**config.mk**
```make
export PLATFORM = sky130hd
export DESIGN_NAME = wdc_clear
export DESIGN_NICKNAME = d
export VERILOG_FILES = /design/src/hw/wdc_clear.v
export VERILOG_INCLUDE_DIRS = /design/src /design/src/hw
export SDC_FILE = /design/constraint.sdc
export NUM_CORES = 1
export LEC_CHECK = 0
export BUFFER_PORTS_ARGS = -buffer_cell sky130_fd_sc_hd__buf_2
export CAP_MARGIN = 25
export CORE_MARGIN = 2
export CORE_UTILIZATION = 30
export CTS_CLUSTER_DIAMETER = 100
export DETAILED_ROUTE_END_ITERATION = 12
export GPL_TIMING_DRIVEN = 0
export PLACE_DENSITY = 0.64
export SYNTH_ARGS = -nofsm -noshare
export SYNTH_HDL_FRONTEND = slang
export SYNTH_SLANG_ARGS = --single-unit
```
**constraint.sdc**
```tcl
create_clock -name hclk -period 2.8 [get_ports hclk]
set_input_delay 0.28 -clock hclk [delete_from_list [all_inputs] [get_ports hclk]]
set_output_delay 0.28 -clock hclk [all_outputs]
set_load 0.005 [all_outputs]
```
**src/hw/wdc_defs.vh**
```
/*
  Constants for the watchdog clear logic: register offsets, field
  positions, reset values and time base figures.
  Assumes the including file is a design module clocked by hclk.
*/
// What this block does
// RL1: Period select field sets time-out, 1 ms-256 s.
// RL2: Any reset loads period select for two seconds.
// RL3: Reset, oscillator failure, disable clear the counter.
// RL4: Clear instruction zeroes count; software must repeat.
// RL5: Sleep entry and Sleep exit clear the counter.
// RL6: Counter held clear while start-up timer runs.
// RL7: Time-out in Sleep wakes, sets status flags.
// RL8: Crystal clock Sleep exit: clear until start-up ends.
// RL9: Oscillator divider change leaves count unaffected.
// RL10: Awake enabled time-out resets device, records cause.
`ifndef WDC_DEFS_VH
`define WDC_DEFS_VH

// Register byte offsets
`define WDC_OFS_CONTROL     8'h00
`define WDC_OFS_STATUS      8'h04

// Control register fields
`define WDC_EN_BIT          0
`define WDC_PS_LSB          1
`define WDC_PS_MSB          5
`define WDC_PS_W            5
`define WDC_CONTROL_RST     8'h16

// Status register fields
`define WDC_ST_TIMEOUT      0
`define WDC_ST_POWERDOWN    1
`define WDC_ST_RSTCAUSE     2

// Period code 0 is 1 ms: 32 ticks of the low-frequency base
`define WDC_BASE_TICKS      24'h000020
`define WDC_PS_MAX          5'h12
`define WDC_CNT_W           24

// AHB transfer type
`define WDC_HTRANS_NONSEQ   2'h2

`endif

```
**src/hw/wdc_clear.v**
```verilog
/*
  Watchdog counter with its clearing logic, status flags and an
  AHB-Lite slave for the control and status registers.
  Assumes a free-running low-frequency time base on lf_base_pin
  (about 32 ticks per millisecond), asynchronous to hclk, and a core
  that signals Sleep, clear instructions, oscillator events and its
  own synchronous device reset as single-clock levels or pulses.
*/
// Chosen here: the AHB-Lite slave port and the placing of the registers.
`timescale 1ns/1ps
`include "wdc_defs.vh"

module wdc_clear
(
  // Bus clock and reset
  input  wire        hclk,
  input  wire        hresetn,
  // AHB-Lite slave
  input  wire        hsel,
  input  wire [7:0]  haddr,
  input  wire [1:0]  htrans,
  input  wire        hwrite,
  input  wire [2:0]  hsize,
  input  wire [31:0] hwdata,
  input  wire        hready,
  output wire        hreadyout,
  output wire        hresp,
  output reg  [31:0] hrdata,
  // Low-frequency time base pin
  input  wire        lf_base_pin,
  // Core events
  input  wire        device_reset,
  input  wire        watchdog_clear_instruction,
  input  wire        sleep_active,
  input  wire        osc_fail,
  input  wire        oscillator_startup_timer,
  // Watchdog results
  output reg         wdt_reset_req,
  output reg         wdt_wake_req,
  output wire        timeout_status_flag,
  output wire        powerdown_status_flag,
  output wire        watchdog_reset_cause_flag
);

  // Control and status storage
  reg                   software_watchdog_enable_r;
  reg [`WDC_PS_W-1:0]   timeout_period_select_r;
  reg                   to_flag_r;
  reg                   pd_flag_r;
  reg                   cause_flag_r;
  reg [`WDC_CNT_W-1:0]  count_r;
  reg [`WDC_CNT_W-1:0]  count_nxt;
  reg                   sleep_d_r;

  // Time base synchroniser
  reg                   lf_s1_r;
  reg                   lf_s2_r;
  reg                   lf_s3_r;
  reg                   lf_level_r;

  // Bus data-phase capture
  reg                   dp_write_r;
  reg [7:0]             dp_addr_r;

  wire       bus_take;
  wire       wr_ctrl;
  wire       wr_stat;
  wire       lf_tick;
  wire       sleep_edge;
  wire       hold_clear;
  wire       timeout;
  wire [`WDC_CNT_W-1:0] limit;
  wire                  ctrl_en_now;
  wire [`WDC_PS_W-1:0]  ctrl_ps_now;

  // Control reset word as a sized constant, so its period field can be sliced
  localparam [7:0] CTRL_RST_WORD = `WDC_CONTROL_RST;

  // Ticks in the selected period, capped at the longest code
  function [`WDC_CNT_W-1:0] period_ticks;
    input [`WDC_PS_W-1:0] code;
    reg   [`WDC_PS_W-1:0] c;
    begin
      c = (code > `WDC_PS_MAX) ? `WDC_PS_MAX : code;
      period_ticks = `WDC_BASE_TICKS << c; // RL1
    end
  endfunction

  assign hreadyout = 1'b1;
  assign hresp     = 1'b0;
  assign bus_take  = hsel & hready & (htrans == `WDC_HTRANS_NONSEQ);
  assign wr_ctrl   = dp_write_r & (dp_addr_r == `WDC_OFS_CONTROL);
  assign wr_stat   = dp_write_r & (dp_addr_r == `WDC_OFS_STATUS);

  // Control value as it will stand after this edge; a pipelined read
  // right behind a control write must not return the old contents
  assign ctrl_en_now = device_reset ? 1'b0 :
                       wr_ctrl      ? hwdata[`WDC_EN_BIT] :
                                      software_watchdog_enable_r;
  assign ctrl_ps_now = device_reset ? CTRL_RST_WORD[`WDC_PS_MSB:`WDC_PS_LSB] :
                       wr_ctrl      ? hwdata[`WDC_PS_MSB:`WDC_PS_LSB] :
                                      timeout_period_select_r;

  assign timeout_status_flag       = to_flag_r;
  assign powerdown_status_flag     = pd_flag_r;
  assign watchdog_reset_cause_flag = cause_flag_r;

  // Address phase capture; zero-wait slave, reads are prepared early
  always @(posedge hclk or negedge hresetn)
  begin
    if (!hresetn)
    begin
      dp_write_r <= 1'b0;
      dp_addr_r  <= 8'h00;
      hrdata     <= 32'h00000000;
    end
    else
    begin
      dp_write_r <= bus_take & hwrite;
      dp_addr_r  <= haddr;
      if (bus_take & ~hwrite)
      begin
        case (haddr)
          `WDC_OFS_CONTROL:
            hrdata <= {26'h0000000, ctrl_ps_now, ctrl_en_now};
          `WDC_OFS_STATUS:
            hrdata <= {29'h00000000, cause_flag_r, pd_flag_r, to_flag_r};
          default:
            hrdata <= 32'h00000000; // Unmapped reads as zero
        endcase
      end
    end
  end

  // Control register; the core's device reset restores the default too
  always @(posedge hclk or negedge hresetn)
  begin
    if (!hresetn)
    begin
      software_watchdog_enable_r <= 1'b0;
      timeout_period_select_r    <= CTRL_RST_WORD[`WDC_PS_MSB:`WDC_PS_LSB]; // RL2
    end
    else if (device_reset)
    begin
      software_watchdog_enable_r <= 1'b0;
      timeout_period_select_r    <= CTRL_RST_WORD[`WDC_PS_MSB:`WDC_PS_LSB]; // RL2
    end
    else if (wr_ctrl)
    begin
      software_watchdog_enable_r <= hwdata[`WDC_EN_BIT];
      timeout_period_select_r    <= hwdata[`WDC_PS_MSB:`WDC_PS_LSB];
    end
  end

  // Three-stage synchroniser; a level counts once stages two and three agree
  always @(posedge hclk or negedge hresetn)
  begin
    if (!hresetn)
    begin
      lf_s1_r    <= 1'b0;
      lf_s2_r    <= 1'b0;
      lf_s3_r    <= 1'b0;
      lf_level_r <= 1'b0;
    end
    else
    begin
      lf_s1_r <= lf_base_pin;
      lf_s2_r <= lf_s1_r;
      lf_s3_r <= lf_s2_r;
      if (lf_s2_r == lf_s3_r)
        lf_level_r <= lf_s3_r;
    end
  end

  // Counting off a separate base keeps the core divider out of the count
  assign lf_tick = (lf_s2_r == lf_s3_r) & lf_s3_r & ~lf_level_r; // RL9

  // Sleep entry and exit both show as a change of the sleep level
  always @(posedge hclk or negedge hresetn)
  begin
    if (!hresetn)
      sleep_d_r <= 1'b0;
    else
      sleep_d_r <= sleep_active;
  end

  assign sleep_edge = sleep_active ^ sleep_d_r; // RL5

  // Every reason the counter must sit at zero this cycle
  assign hold_clear = device_reset                      // RL3
                    | osc_fail                          // RL3
                    | ~software_watchdog_enable_r       // RL3
                    | watchdog_clear_instruction        // RL4
                    | sleep_edge                        // RL5
                    | oscillator_startup_timer;         // RL6 RL8

  assign limit   = period_ticks(timeout_period_select_r);
  assign timeout = ~hold_clear & lf_tick & (count_r == limit - 24'h000001);

  // Counter next value
  always @*
  begin
    count_nxt = count_r;
    if (hold_clear)
      count_nxt = {`WDC_CNT_W{1'b0}};
    else if (timeout)
      count_nxt = {`WDC_CNT_W{1'b0}};
    else if (lf_tick)
      count_nxt = count_r + 24'h000001;
  end

  always @(posedge hclk or negedge hresetn)
  begin
    if (!hresetn)
      count_r <= {`WDC_CNT_W{1'b0}}; // RL3
    else
      count_r <= count_nxt;
  end

  // Time-out outcome: wake in Sleep, device reset when awake
  always @(posedge hclk or negedge hresetn)
  begin
    if (!hresetn)
    begin
      wdt_reset_req <= 1'b0;
      wdt_wake_req  <= 1'b0;
    end
    else
    begin
      wdt_wake_req  <= timeout & sleep_active;  // RL7
      wdt_reset_req <= timeout & ~sleep_active; // RL10
    end
  end

  // Status flags; a set in the clearing cycle wins over the clear
  always @(posedge hclk or negedge hresetn)
  begin
    if (!hresetn)
    begin
      to_flag_r    <= 1'b0;
      pd_flag_r    <= 1'b0;
      cause_flag_r <= 1'b0;
    end
    else
    begin
      if (timeout)
        to_flag_r <= 1'b1; // RL7
      else if (watchdog_clear_instruction)
        to_flag_r <= 1'b0;
      if (timeout & sleep_active)
        pd_flag_r <= 1'b1; // RL7
      else if (watchdog_clear_instruction)
        pd_flag_r <= 1'b0;
      // Cause survives the device reset it produced; write one to clear
      if (timeout & ~sleep_active)
        cause_flag_r <= 1'b1; // RL10
      else if (wr_stat & hwdata[`WDC_ST_RSTCAUSE])
        cause_flag_r <= 1'b0;
    end
  end

endmodule

```
* After elaboration in Yosys (flattened, before gate mapping)
Cells that the tools add are included.
Widths: inputs -> output; s select.
** Storage, ports and cells
- Logic and storage cells :: 69
- Input bits :: 56
- Output and inout bits :: 39
- Flip-flop bits (word level) :: 81
** Cells by class
- Order comparisons :: 1
- Reduce and logical (&&, ||, !) cells :: 6
- Add/sub/neg operators :: 2
- Shift operators :: 1
- Equality and inequality tests :: 5
- Bitwise operators :: 24
- Muxes and demuxes :: 14
** Operator list (count)
- $mux 24 :: 3
- $add 24x1->24 const B :: 1
- $eq 24x24->1 :: 1
- $shl 6x5->24 const A :: 1
- $sub 24x1->24 const B :: 1
- $eq 8x3->1 const B :: 2
- $logic_not 8->1 :: 2
- $mux 5 :: 3
- $and 1x1->1 :: 13
- $pmux 6 s2 :: 1
- $mux 1 :: 7
- $reduce_bool 2->1 :: 3
- $gt 5x5->1 const B :: 1
- $not 1->1 :: 5
- $or 1x1->1 :: 5
- $reduce_bool 3->1 :: 1
- $eq 2x2->1 const B :: 1
- $eq 1x1->1 :: 1
- $xor 1x1->1 :: 1

* Longest topological paths before layout
Gate-level depths: netlist of run 1.
- Depth in word-level cells :: 10
- Depth in mapped cells :: 15
- Mapped depth without buffers :: 10

* Worst setup path after synthesis of run 1
OpenSTA, ideal clock, no wires.
- Kind :: reg-to-reg
- Start :: register timeout_period_select_r[4]
- End :: register count_r[7]
- Buffers on the path :: 4
- Arrival :: 2.790 ns
- Library setup time :: 0.126 ns
- Data required time :: 2.674 ns
- Clock period less this slack :: 2.916 ns
- Cell stages (with the launch flop) :: 15
- Slack :: -0.116 ns
- Path through :: dfrtp_1 > buf_2 > buf_2 > nor2_1 > nand3_1 > ha_1 > buf_2 > or4_1 > a21oi_1 > o21ai_0 > a22oi_1 > and4_1 > buf_2 > a21oi_4 > a221o_1
** Between the ends
- Cells in the longest elaborated chain, start to end :: 8
- Elaborated cells between the ends (all ways) :: 9
- Classes of those cells :: add/sub: 1; order compare: 1; eq/ne: 1; shift: 1; mux: 3; bitwise: 1; reduce/logical: 1
** RTL lines
- from (decl) :: RTL line wdc_clear.v:47 : reg [`WDC_PS_W-1:0] timeout_period_select_r;
- from (signal assigned) :: RTL line wdc_clear.v:141 : timeout_period_select_r <= CTRL_RST_WORD[`WDC_PS_MSB:`WDC_PS_LSB];
- from (signal assigned) :: RTL line wdc_clear.v:146 : timeout_period_select_r <= CTRL_RST_WORD[`WDC_PS_MSB:`WDC_PS_LSB];
- from (signal assigned) :: RTL line wdc_clear.v:151 : timeout_period_select_r <= hwdata[`WDC_PS_MSB:`WDC_PS_LSB];
- $gt 5x5->1 (no source line)
- $mux 5 * :: RTL line wdc_clear.v:84 : c = (code > `WDC_PS_MAX) ? `WDC_PS_MAX : code;
- $shl 6x5->24 (no source line) *
- $sub 24x1->24 * :: RTL line wdc_clear.v:198 : assign timeout = ~hold_clear & lf_tick & (count_r == limit - 24'h000001);
- $eq 24x24->1 * :: RTL line wdc_clear.v:198
- $and 1x1->1 * :: RTL line wdc_clear.v:198
- $mux 24 :: RTL line wdc_clear.v:206 : else if (timeout)
- $mux 24 :: RTL line wdc_clear.v:204 : if (hold_clear)
- to (signal assigned) :: RTL line wdc_clear.v:215 : count_r <= {`WDC_CNT_W{1'b0}};
- to (signal assigned) :: RTL line wdc_clear.v:217 : count_r <= count_nxt;
- to (decl) :: RTL line wdc_clear.v:51 : reg [`WDC_CNT_W-1:0] count_r;
Mark *: on every way between the ends. The rest lies on a longest branch, timed or not.
A chain may end at the register's enable or synchronous reset.

* Worst setup path in the final report of run 1
- Start :: register timeout_period_select_r[4]
- End :: register count_r[16]
Same word-level chain as after synthesis.

==> results.yml, run 1 <==
finish:
  final_common_cell: "dfrtp_1"
  finalInstanceArea_sq_mm: 0.00440
  area_growth_pct: 24.3
  layout-drive-gt1-share_pct: 27.7
  mostFrequentLayoutCells: "dfrtp_1 (52), buf_4 (45), buf_2 (40), nand2_1 (29), conb_1 (28)"
  fin_nets: 527
  final_cells: 612
  n_antenna_cell: 0
synthesis:
  yosys.area_share.xor_xnor_pct: 4.35
  yosys_warnings: 0
  synth_cell_types: 64
  yosys.area_share.simple_pct: 22.3
  synth_seq_area_share_pct: 39.0
  synth_top_family_by_area: "simple AND/OR/NAND/NOR gates"
  synth-adder-area-share_pct: 1.06
  avgSynthCellArea_sq_um: 9.17
  synth_area_sq_mm: 0.00354
  ys_seq_elements: 55
  synthCells: 386
  synth_edf_count: 0
  synth_mux_area_share_pct: 2.33
  ys.flop_type: "dfrtp_1"
  async_flop_share_pct: 100
  synth_compound_area_share_pct: 20.2
routing:
  dr.pass1.iters: 5
  viasPerCell: 5.23
  num_vias: 3198
  post_drt_wl_per_cell_microns: 14.9
  antenna_left: 0
  drt_iter0_drc: 208
  routed_wl_mm: 9.14
  drcViolationCount: 0
grt:
  antenna_found_initial: 0
  grt_pass1_vias: 2994
  grt_pass1_wl_mm: 14.9
  overflow: 0
  grt_max_degree: 30
  grt_use_total_pct: 14.3
placement:
  placed_cells_incl_taps: 592
  postPlaceCellArea_sq_mm: 0.00405
  routabilityCongestion: 0.837
  io_buffers: 36
  hpwl_mm: 6.51
clocking:
  cts_sinks: 55
  clkTransAtPathRegs_ns: 0.07
  hold_buffers: 0
  cts_tree: "done"
  cts_max_level: 2
  cts_root_buf: "clkbuf_16"
  numCtsBuffers: 5
  clockBufferDepth: 2
  clock_latency_ns: 0.30
worst_setup_path:
  r2r-end: "count_r[16]"
  worstSetupPathType: "flip-flop to flip-flop"
  rrSetupSlack_ns: -0.21
  cp_cell_sequence: "buf_6 > nor4_4 > nand2b_1 > ha_4 > or4_4 > a21oi_4 > o21ai_1 > a22oi_1 > and4_4 > buf_8 > a21oi_4 > a221o_1"
  critPathArrivalTime_ns: 3.19
  crit_fanout: 7
  reg2reg_depth: 12
  timing.critical_path.to: "count_r[16]"
  startpoint_type: "flip-flop"
  critPathSlowestCell: "or4_4"
  endpoint_kind: "flip-flop"
  crit_top_cell: "a21oi_4"
  reg2reg_from: "timeout_period_select_r[4]"
  startpoint: "timeout_period_select_r[4]"
  cp_data_required_time_ns: 2.98
  crit_path_max_incr_delay_ns: 0.44
pwr:
  cellInternalPower_mw: 1.19
  swShare_pct: 22.8
  ir_worst_vdd_mv: 0.336
  p_sw_mw: 0.352
  clkPwrFrac_pct: 41.6
  p_comb_share_pct: 6.0
  power.density_mw_per_mm2: 351
  p_leak_nw: 1.97
  p_seq_share_pct: 52.4
floorplan:
  start_util_pct: 30.9
  die_h_microns: 113
  rows: 39
  coreArea_sq_mm: 0.0115
  pin_count: 95
  die-area_sq_mm: 0.0127
  die_x_microns: 113
timing:
  max_slew_margin_pct: 55.1
  tightest_slew_ns: 0.672
  max_freq_ghz: 0.332
  timing.final.crit_period_ns: 3.01
  grt_setup_unrepaired: "true"
  layout_setup_ws_ns: -0.215
  finalCritPeriodShare_pct: 108
  finalMaxSlewViolations: 0
  fin_skew_ns: 0.00486
  finalHoldViolCount: 0
  setup_viol: 27
hold_path:
  min_path_type: "primary input to async pin"
status:
  violations: "setup timing"
  status: "complete, but fails checks"
run:
  max_cap_viol_count: 0
per-stage QoR:
| step | hold WS (ns) | util [%] | TNS [ns] | setup WS (ns) | total power [mW] |
|---|---|---|---|---|---|
| after detailed placement | 0.337 | 35.3 | -10.71 | -0.464 | 0.917 |
| after CTS | 0.0211 | 38.1 | -2.94 | -0.192 | 1.56 |
| after global routing | 0.0487 | 38.4 | -6.32 | -0.291 | 1.60 |
| after floorplan | -0.0156 | - | 0 | 0.00618 | 0.873 |
| final | 0.00678 | 38.4 | -3.84 | -0.215 | 1.54 |
| after global placement | 0.347 | 35.1 | -11.70 | -0.526 | 0.913 |
registers in the layout, indices dropped and copies added (netlist names), 5 cells and up:
signal	cells
count_r	24
dp_addr_r	8
hrdata	6
timeout_period_select_r	5
worst min-delay path by stage:
stage / start / to / slack, ns / cells after the start
3_5_place_dp: lf_s1_r / lf_s2_r / 0.34 / 0
5_1_grt: hresetn / sleep_d_r / 0.05 / 1
2_1_floorplan: hresetn / count_r[0] / -0.02 / 0
4_1_cts: hresetn / sleep_d_r / 0.02 / 1
3_3_place_gp: lf_s1_r / lf_s2_r / 0.35 / 0
6_report: hresetn / sleep_d_r / 0.007 / 1
critical path, delay by kind of cell, from the launching register on:
family	cells	cell delay, ns
AOI/OAI and AO/OA	5	0.79
and+or+nand+nor	4	1.21
DFF	1	0.39
adders and majority gates	1	0.22
buffers and inverters	2	0.28
logic make-up (layout without fill, tap and decap cells):
family	after synthesis	in the layout
buf+inv	64	120
flops	55	55
other cells	2	28
mux	8	8
xor+xnor	16	16
simple gates	143	143
compound gates	95	96
fa+ha+maj	3	3
final cells by class:
cell class,instances,area (sq um)
clock inverters,3,27.5
repair buffers,49,290
multi-input cells,294,1990
inverters,9,33.8
plain buffers,54,373
flip-flops and latches,55,1380
fillers,1178,7070
well taps,143,179
clock buffers,5,125
synthesized netlist by cell type, types with 9 or more instances:
library cell  number  area share (%)
xor2_1             9             2.2
inv_1              9            0.95
clkbuf_1          12             1.3
a221oi_1          11             2.7
o21ai_0           17             2.4
nand3_1           12             1.7
buf_4             31             6.6
nor2_1            22             2.3
dfrtp_1           52              37
nand4_1            9             1.6
nor3_1            13             1.8
nand2_1           29             3.1
buf_2             12             1.7
a21o_1            12             2.5
power groups by stage:
stage / Clock [mW] / Combinational (mW) / Sequential, mW
2_1_floorplan: 0 / 0.0490 / 0.824
3_3_place_gp: 0 / 0.0880 / 0.825
3_5_place_dp: 0 / 0.0925 / 0.825
4_1_cts: 0.659 / 0.0928 / 0.809
5_1_grt: 0.686 / 0.105 / 0.811
6_report: 0.642 / 0.0924 / 0.809
layer usage:
layer	share of wire (%)	track usage [%]
met5	0	0
met4	1.2	2.93
met3	6.0	1.78
met2	48	23.8
met1	45	20.1
repair_timing:
item,in CTS,in global routing
gates resized for setup,22,9
buffers inserted,10,0
endpoints found under the setup margin,27,27
pin swaps,10,10
cloned,3,0
No activity file was read; power rests on OpenSTA's default activity.
==> run 2: changes to the inputs <==
--- a/config.mk
+++ b/config.mk
@@ -13,7 +13,8 @@
 export CTS_CLUSTER_DIAMETER = 100
 export DETAILED_ROUTE_END_ITERATION = 12
 export GPL_TIMING_DRIVEN = 0
-export PLACE_DENSITY = 0.64
+export PLACE_DENSITY = 0.62
 export SYNTH_ARGS = -nofsm -noshare
 export SYNTH_HDL_FRONTEND = slang
 export SYNTH_SLANG_ARGS = --single-unit
+export TNS_END_PERCENT = 30
==> constraint.sdc (replaced) <==
create_clock -name hclk -period 3.3 [get_ports hclk]
set_input_delay 0.33 -clock hclk [delete_from_list [all_inputs] [get_ports hclk]]
set_output_delay 0.33 -clock hclk [all_outputs]
set_load 0.005 [all_outputs]
==> results.yml, run 2 (synthesis results as in run 1) <==
status:
  status: "finished clean"
worst_setup_path:
  crit_family: "simple AND/OR/NAND/NOR gates"
  crit_fanout: 10
  crit_path_max_incr_delay_ns: 0.43
  cp_data_required_time_ns: 3.48
  critPathSlowestCell: "or4_4"
  worstSetupPathType: "flip-flop to flip-flop"
  startpoint_type: "flip-flop"
  critPathArrivalTime_ns: 3.36
  r2r-end: "count_r[16]"
  rrSetupSlack_ns: 0.11
  endpoint_kind: "flip-flop"
  cp_cell_sequence: "clkbuf_4 > nor4_4 > nand2b_1 > ha_4 > or4_4 > a21oi_2 > o21ai_0 > a22oi_1 > and4_4 > buf_6 > a21oi_4 > a221o_1"
  reg2reg_from: "timeout_period_select_r[2]"
  reg2reg_depth: 12
  path_buf_inv: 2
finish:
  finalInstanceArea_sq_mm: 0.00427
  mostFrequentLayoutCells: "dfrtp_1 (52), buf_2 (43), buf_4 (33), nand2_1 (29), conb_1 (28)"
  layout-drive-gt1-share_pct: 24.3
  top_register: "count_r"
  n_antenna_cell: 0
  largest_reg_flops: 24
  top_regs: "count_r (24), dp_addr_r (8), hrdata (6)"
  final_common_cell: "dfrtp_1"
  area_growth_pct: 20.5
  fin_nets: 515
grt:
  grt_pass1_wl_mm: 14.6
  overflow: 0
  grt_max_degree: 32
  antenna_found_initial: 0
  grt_pass1_vias: 2841
  grt_use_total_pct: 14.1
routing:
  routed_wl_mm: 9.00
  num_vias: 3106
  antenna_left: 0
  viasPerCell: 5.18
  drcViolationCount: 0
  post_drt_wl_per_cell_microns: 15.0
  drt_iter0_drc: 251
  dr.pass1.iters: 5
floorplan:
  pin_count: 95
  rows: 39
  die-area_sq_mm: 0.0127
  coreArea_sq_mm: 0.0115
  die_h_microns: 113
  start_util_pct: 30.9
  die_x_microns: 113
clocking:
  clock_latency_ns: 0.29
  hold_buffers: 0
  clockBufferDepth: 2
  cts_max_level: 2
  numCtsBuffers: 5
  cts_sinks: 55
  cts_tree: "done"
  clkTransAtPathRegs_ns: 0.07
  cts_root_buf: "clkbuf_16"
timing:
  layout_setup_ws_ns: 0.113
  finalMaxSlewViolations: 0
  max_freq_ghz: 0.314
  finalCritPeriodShare_pct: 96.6
  fin_skew_ns: 0.00755
  tightest_slew_ns: 0.746
  max_slew_margin_pct: 50.1
  setup_viol: 0
  finalHoldViolCount: 0
  timing.final.crit_period_ns: 3.19
pwr:
  p_leak_nw: 1.92
  ir_worst_vdd_mv: 0.279
  power.density_mw_per_mm2: 325
placement:
  post-place-ws_ns: -0.205
  io_buffers: 36
  postPlaceCellArea_sq_mm: 0.00402
  routabilityCongestion: 0.813
  hpwl_mm: 6.59
hold_path:
  min_path_type: "primary input to async pin"
run:
  max_cap_viol_count: 0
-- run 2: cell count changes in the layout (fill, tap and decap cells not counted), sizes merged --
cell,delta
a21oi,-1
buf,-12
bufinv,+1
clkbuf,+2
clkinv,-1
clkinvlp,-1
-- run 2: timing repair --
| action | in CTS | in global routing |
|---|---|---|
| resized for setup | 7 | 10 |
| buffers inserted | 0 | 0 |
| pin swaps | 0 | 4 |
| setup endpoints to repair | 27 | 27 |
| cloned | 0 | 1 |
-- run 2: power breakdown --
group / internal (mW) / switching (mW) / leakage [nW]
logic: 0.0397 / 0.0389 / 1.11
clock network: 0.382 / 0.241 / 0.0875
registers: 0.683 / 0.00355 / 0.728
total: 1.10 / 0.283 / 1.92
-- run 2: layout make-up --
class,instances,area (sq um)
Sequential cell,55,1380
Inverter,9,33.8
Buffer,54,350
Multi-Input combinational cell,293,1940
Fill cell,1146,7200
Timing Repair Buffer,38,205
Tap cell,143,179
Clock buffer,6,139
Clock inverter,2,38.8
-- run 2: how the worst max path moves through the flow --
stage | to | cells after the start | slack (ns) | start
2_1_floorplan | count_r[7] | 14 | 0.38 | timeout_period_select_r[4]
3_3_place_gp | count_r[16] | 14 | -0.22 | timeout_period_select_r[4]
3_5_place_dp | count_r[16] | 14 | -0.21 | timeout_period_select_r[4]
4_1_cts | count_r[16] | 14 | 0.005 | timeout_period_select_r[4]
5_1_grt | count_r[16] | 13 | -0.003 | timeout_period_select_r[4]
6_report | count_r[16] | 12 | 0.11 | timeout_period_select_r[2]
-- run 2: worst reg2reg max path, delay by kind of cell (launching register included) --
kind                       cells  cell delay (ns)
and+or+nand+nor                4             1.23
AOI/OAI and AO/OA              5             0.90
DFF                            1             0.38
buffers and inverters          2             0.33
adders and majority gates      1             0.23
-- run 2: metrics by stage --
stage	total power, mW	hold slack (ns)	utilization (%)	setup TNS, ns	std cells
global route	1.44	0.138	37.2	-0.00256	600
CTS	1.40	0.106	36.8	0	600
detailed placement	0.779	0.338	35.0	-2.25	592
floorplan	0.741	0.0344	-	0	412
finish	1.39	0.0795	37.2	0	600
global placement	0.775	0.349	34.8	-2.24	591
-- run 2: routing by layer --
metal  part of all wire (%)  track usage, %  up-vias
met4                   0.59            2.11        0
met1                     46            20.6     1491
met5                      0               0        -
met2                     46            22.5      106
met3                    6.9            2.11        8
li1                       -               -     1501
==> run 3: changes to the inputs <==
--- a/config.mk
+++ b/config.mk
@@ -12,7 +12,7 @@
 export CORE_UTILIZATION = 30
 export CTS_CLUSTER_DIAMETER = 100
 export DETAILED_ROUTE_END_ITERATION = 12
-export GPL_TIMING_DRIVEN = 0
+export GPL_TIMING_DRIVEN = 1
 export PLACE_DENSITY = 0.62
 export SYNTH_ARGS = -nofsm -noshare
 export SYNTH_HDL_FRONTEND = slang
==> results.yml, run 3 (synthesis results as in run 1) <==
finish:
  final_common_cell: "dfrtp_1"
  mostFrequentLayoutCells: "dfrtp_1 (52), buf_2 (37), nand2_1 (29), conb_1 (28), nor2_1 (22)"
  layout-drive-gt1-share_pct: 18.1
  area_growth_pct: 11.9
  n_antenna_cell: 0
  largest_reg_flops: 24
  top_register: "count_r"
  fin_nets: 473
  post-route-util_pct: 34.6
  top_regs: "count_r (24), dp_addr_r (8), hrdata (6)"
routing:
  drcViolationCount: 0
  antenna_left: 0
  viasPerCell: 5.38
  num_vias: 3004
  dr.pass1.iters: 6
  routed_wl_mm: 8.25
  drt_iter0_drc: 184
  post_drt_wl_per_cell_microns: 14.8
timing:
  fin_tns_setup_ns: 0
  finalCritPeriodShare_pct: 90.8
  timing.final.crit_period_ns: 3.00
  tightest_slew_ns: 0.783
  grt_setup_unrepaired: "false"
  max_freq_ghz: 0.334
  fin_skew_ns: 0.00668
  max_slew_margin_pct: 47.6
  setup_viol: 0
  finalHoldViolCount: 0
  finalMaxSlewViolations: 0
clocking:
  hold_buffers: 0
  cts_tree: "done"
  numCtsBuffers: 5
  clkTransAtPathRegs_ns: 0.08
  cts_resized: 0
  cts_sinks: 55
  cts_setup_buffers: 0
  cts_max_level: 2
  cts_root_buf: "clkbuf_16"
  clockBufferDepth: 2
  clock_latency_ns: 0.29
worst_setup_path:
  worstSetupPathType: "flip-flop to flip-flop"
  r2r-end: "count_r[7]"
  critPathArrivalTime_ns: 3.17
  startpoint_type: "flip-flop"
  cp_data_required_time_ns: 3.48
  reg2reg_depth: 12
  endpoint_kind: "flip-flop"
  crit_fanout: 20
  rrSetupSlack_ns: 0.30
  reg2reg_from: "timeout_period_select_r[2]"
pwr:
  power.density_mw_per_mm2: 328
  ir_worst_vdd_mv: 0.256
  p_leak_nw: 1.73
floorplan:
  die_x_microns: 113
  rows: 39
  die-area_sq_mm: 0.0127
  pin_count: 95
  die_h_microns: 113
  coreArea_sq_mm: 0.0115
  start_util_pct: 30.9
grt:
  antenna_found_initial: 0
  grt_pass1_wl_mm: 14.4
  overflow: 0
  grt_use_total_pct: 13.6
  grt_pass1_vias: 2827
  grt_max_degree: 37
placement:
  routabilityCongestion: 0.856
  hpwl_mm: 6.03
  io_buffers: 37
run:
  max_cap_viol_count: 0
hold_path:
  min_path_type: "primary input to async pin"
status:
  status: "finished clean"
==> run 3: critical path: stages (launching register included) <==
cell	delay [ns]
dfrtp_1	0.46
nor4_4	0.32
nand2b_1	0.11
ha_2	0.26
buf_4	0.19
nor2_1	0.09
a22oi_1	0.07
o31ai_1	0.36
xnor2_1	0.16
and4_1	0.25
buf_12	0.17
a21oi_4	0.12
a221o_1	0.31
==> run 3: how the worst max path moves through the flow <==
stage | startpoint | endpoint | depth (start not counted)
after floorplan | timeout_period_select_r[4] | count_r[7] | 14
after global placement | timeout_period_select_r[2] | count_r[18] | 12
after detailed placement | timeout_period_select_r[2] | count_r[14] | 12
after CTS | timeout_period_select_r[2] | count_r[7] | 12
after global routing | timeout_period_select_r[2] | count_r[7] | 11
final | timeout_period_select_r[2] | count_r[7] | 12
==> run 3: layout make-up <==
cell class / instances / area, sq um
Multi-Input combinational cell: 293 / 1910
Timing Repair Buffer: 50 / 308
Clock buffer: 5 / 125
Tap cell: 143 / 179
Sequential cell: 55 / 1380
Fill cell: 1161 / 7500
Clock inverter: 3 / 31.3
Inverter: 9 / 33.8
==> run 3: metal layers <==
metal / track usage (%) / routed length, microns / vias to the layer above
li1: - / - / 1420
met1: 19.4 / 3840 / 1487
met2: 21.9 / 4000 / 91
met3: 2.05 / 344 / 6
met4: 2.85 / 57 / 0
met5: 0 / 0 / -
==> run 3: metrics by stage <==
stage               worst slack (ns)  hold WS [ns]  cells  power (mW)  instance area [sq um]
global placement               0.225         0.353    550       0.751                   3790
floorplan                      0.384        0.0344    412       0.741                   3640
CTS                            0.142         0.136    558        1.32                   3950
global route                  0.0844         0.135    558        1.35                   3960
detailed placement             0.163         0.346    550       0.754                   3790
finish                         0.304         0.111    558        1.30                   3960
==> run 3: power by group <==
group          internal [mW]  switching (mW)
registers              0.683         0.00379
clock network          0.295           0.264
logic                 0.0176          0.0350
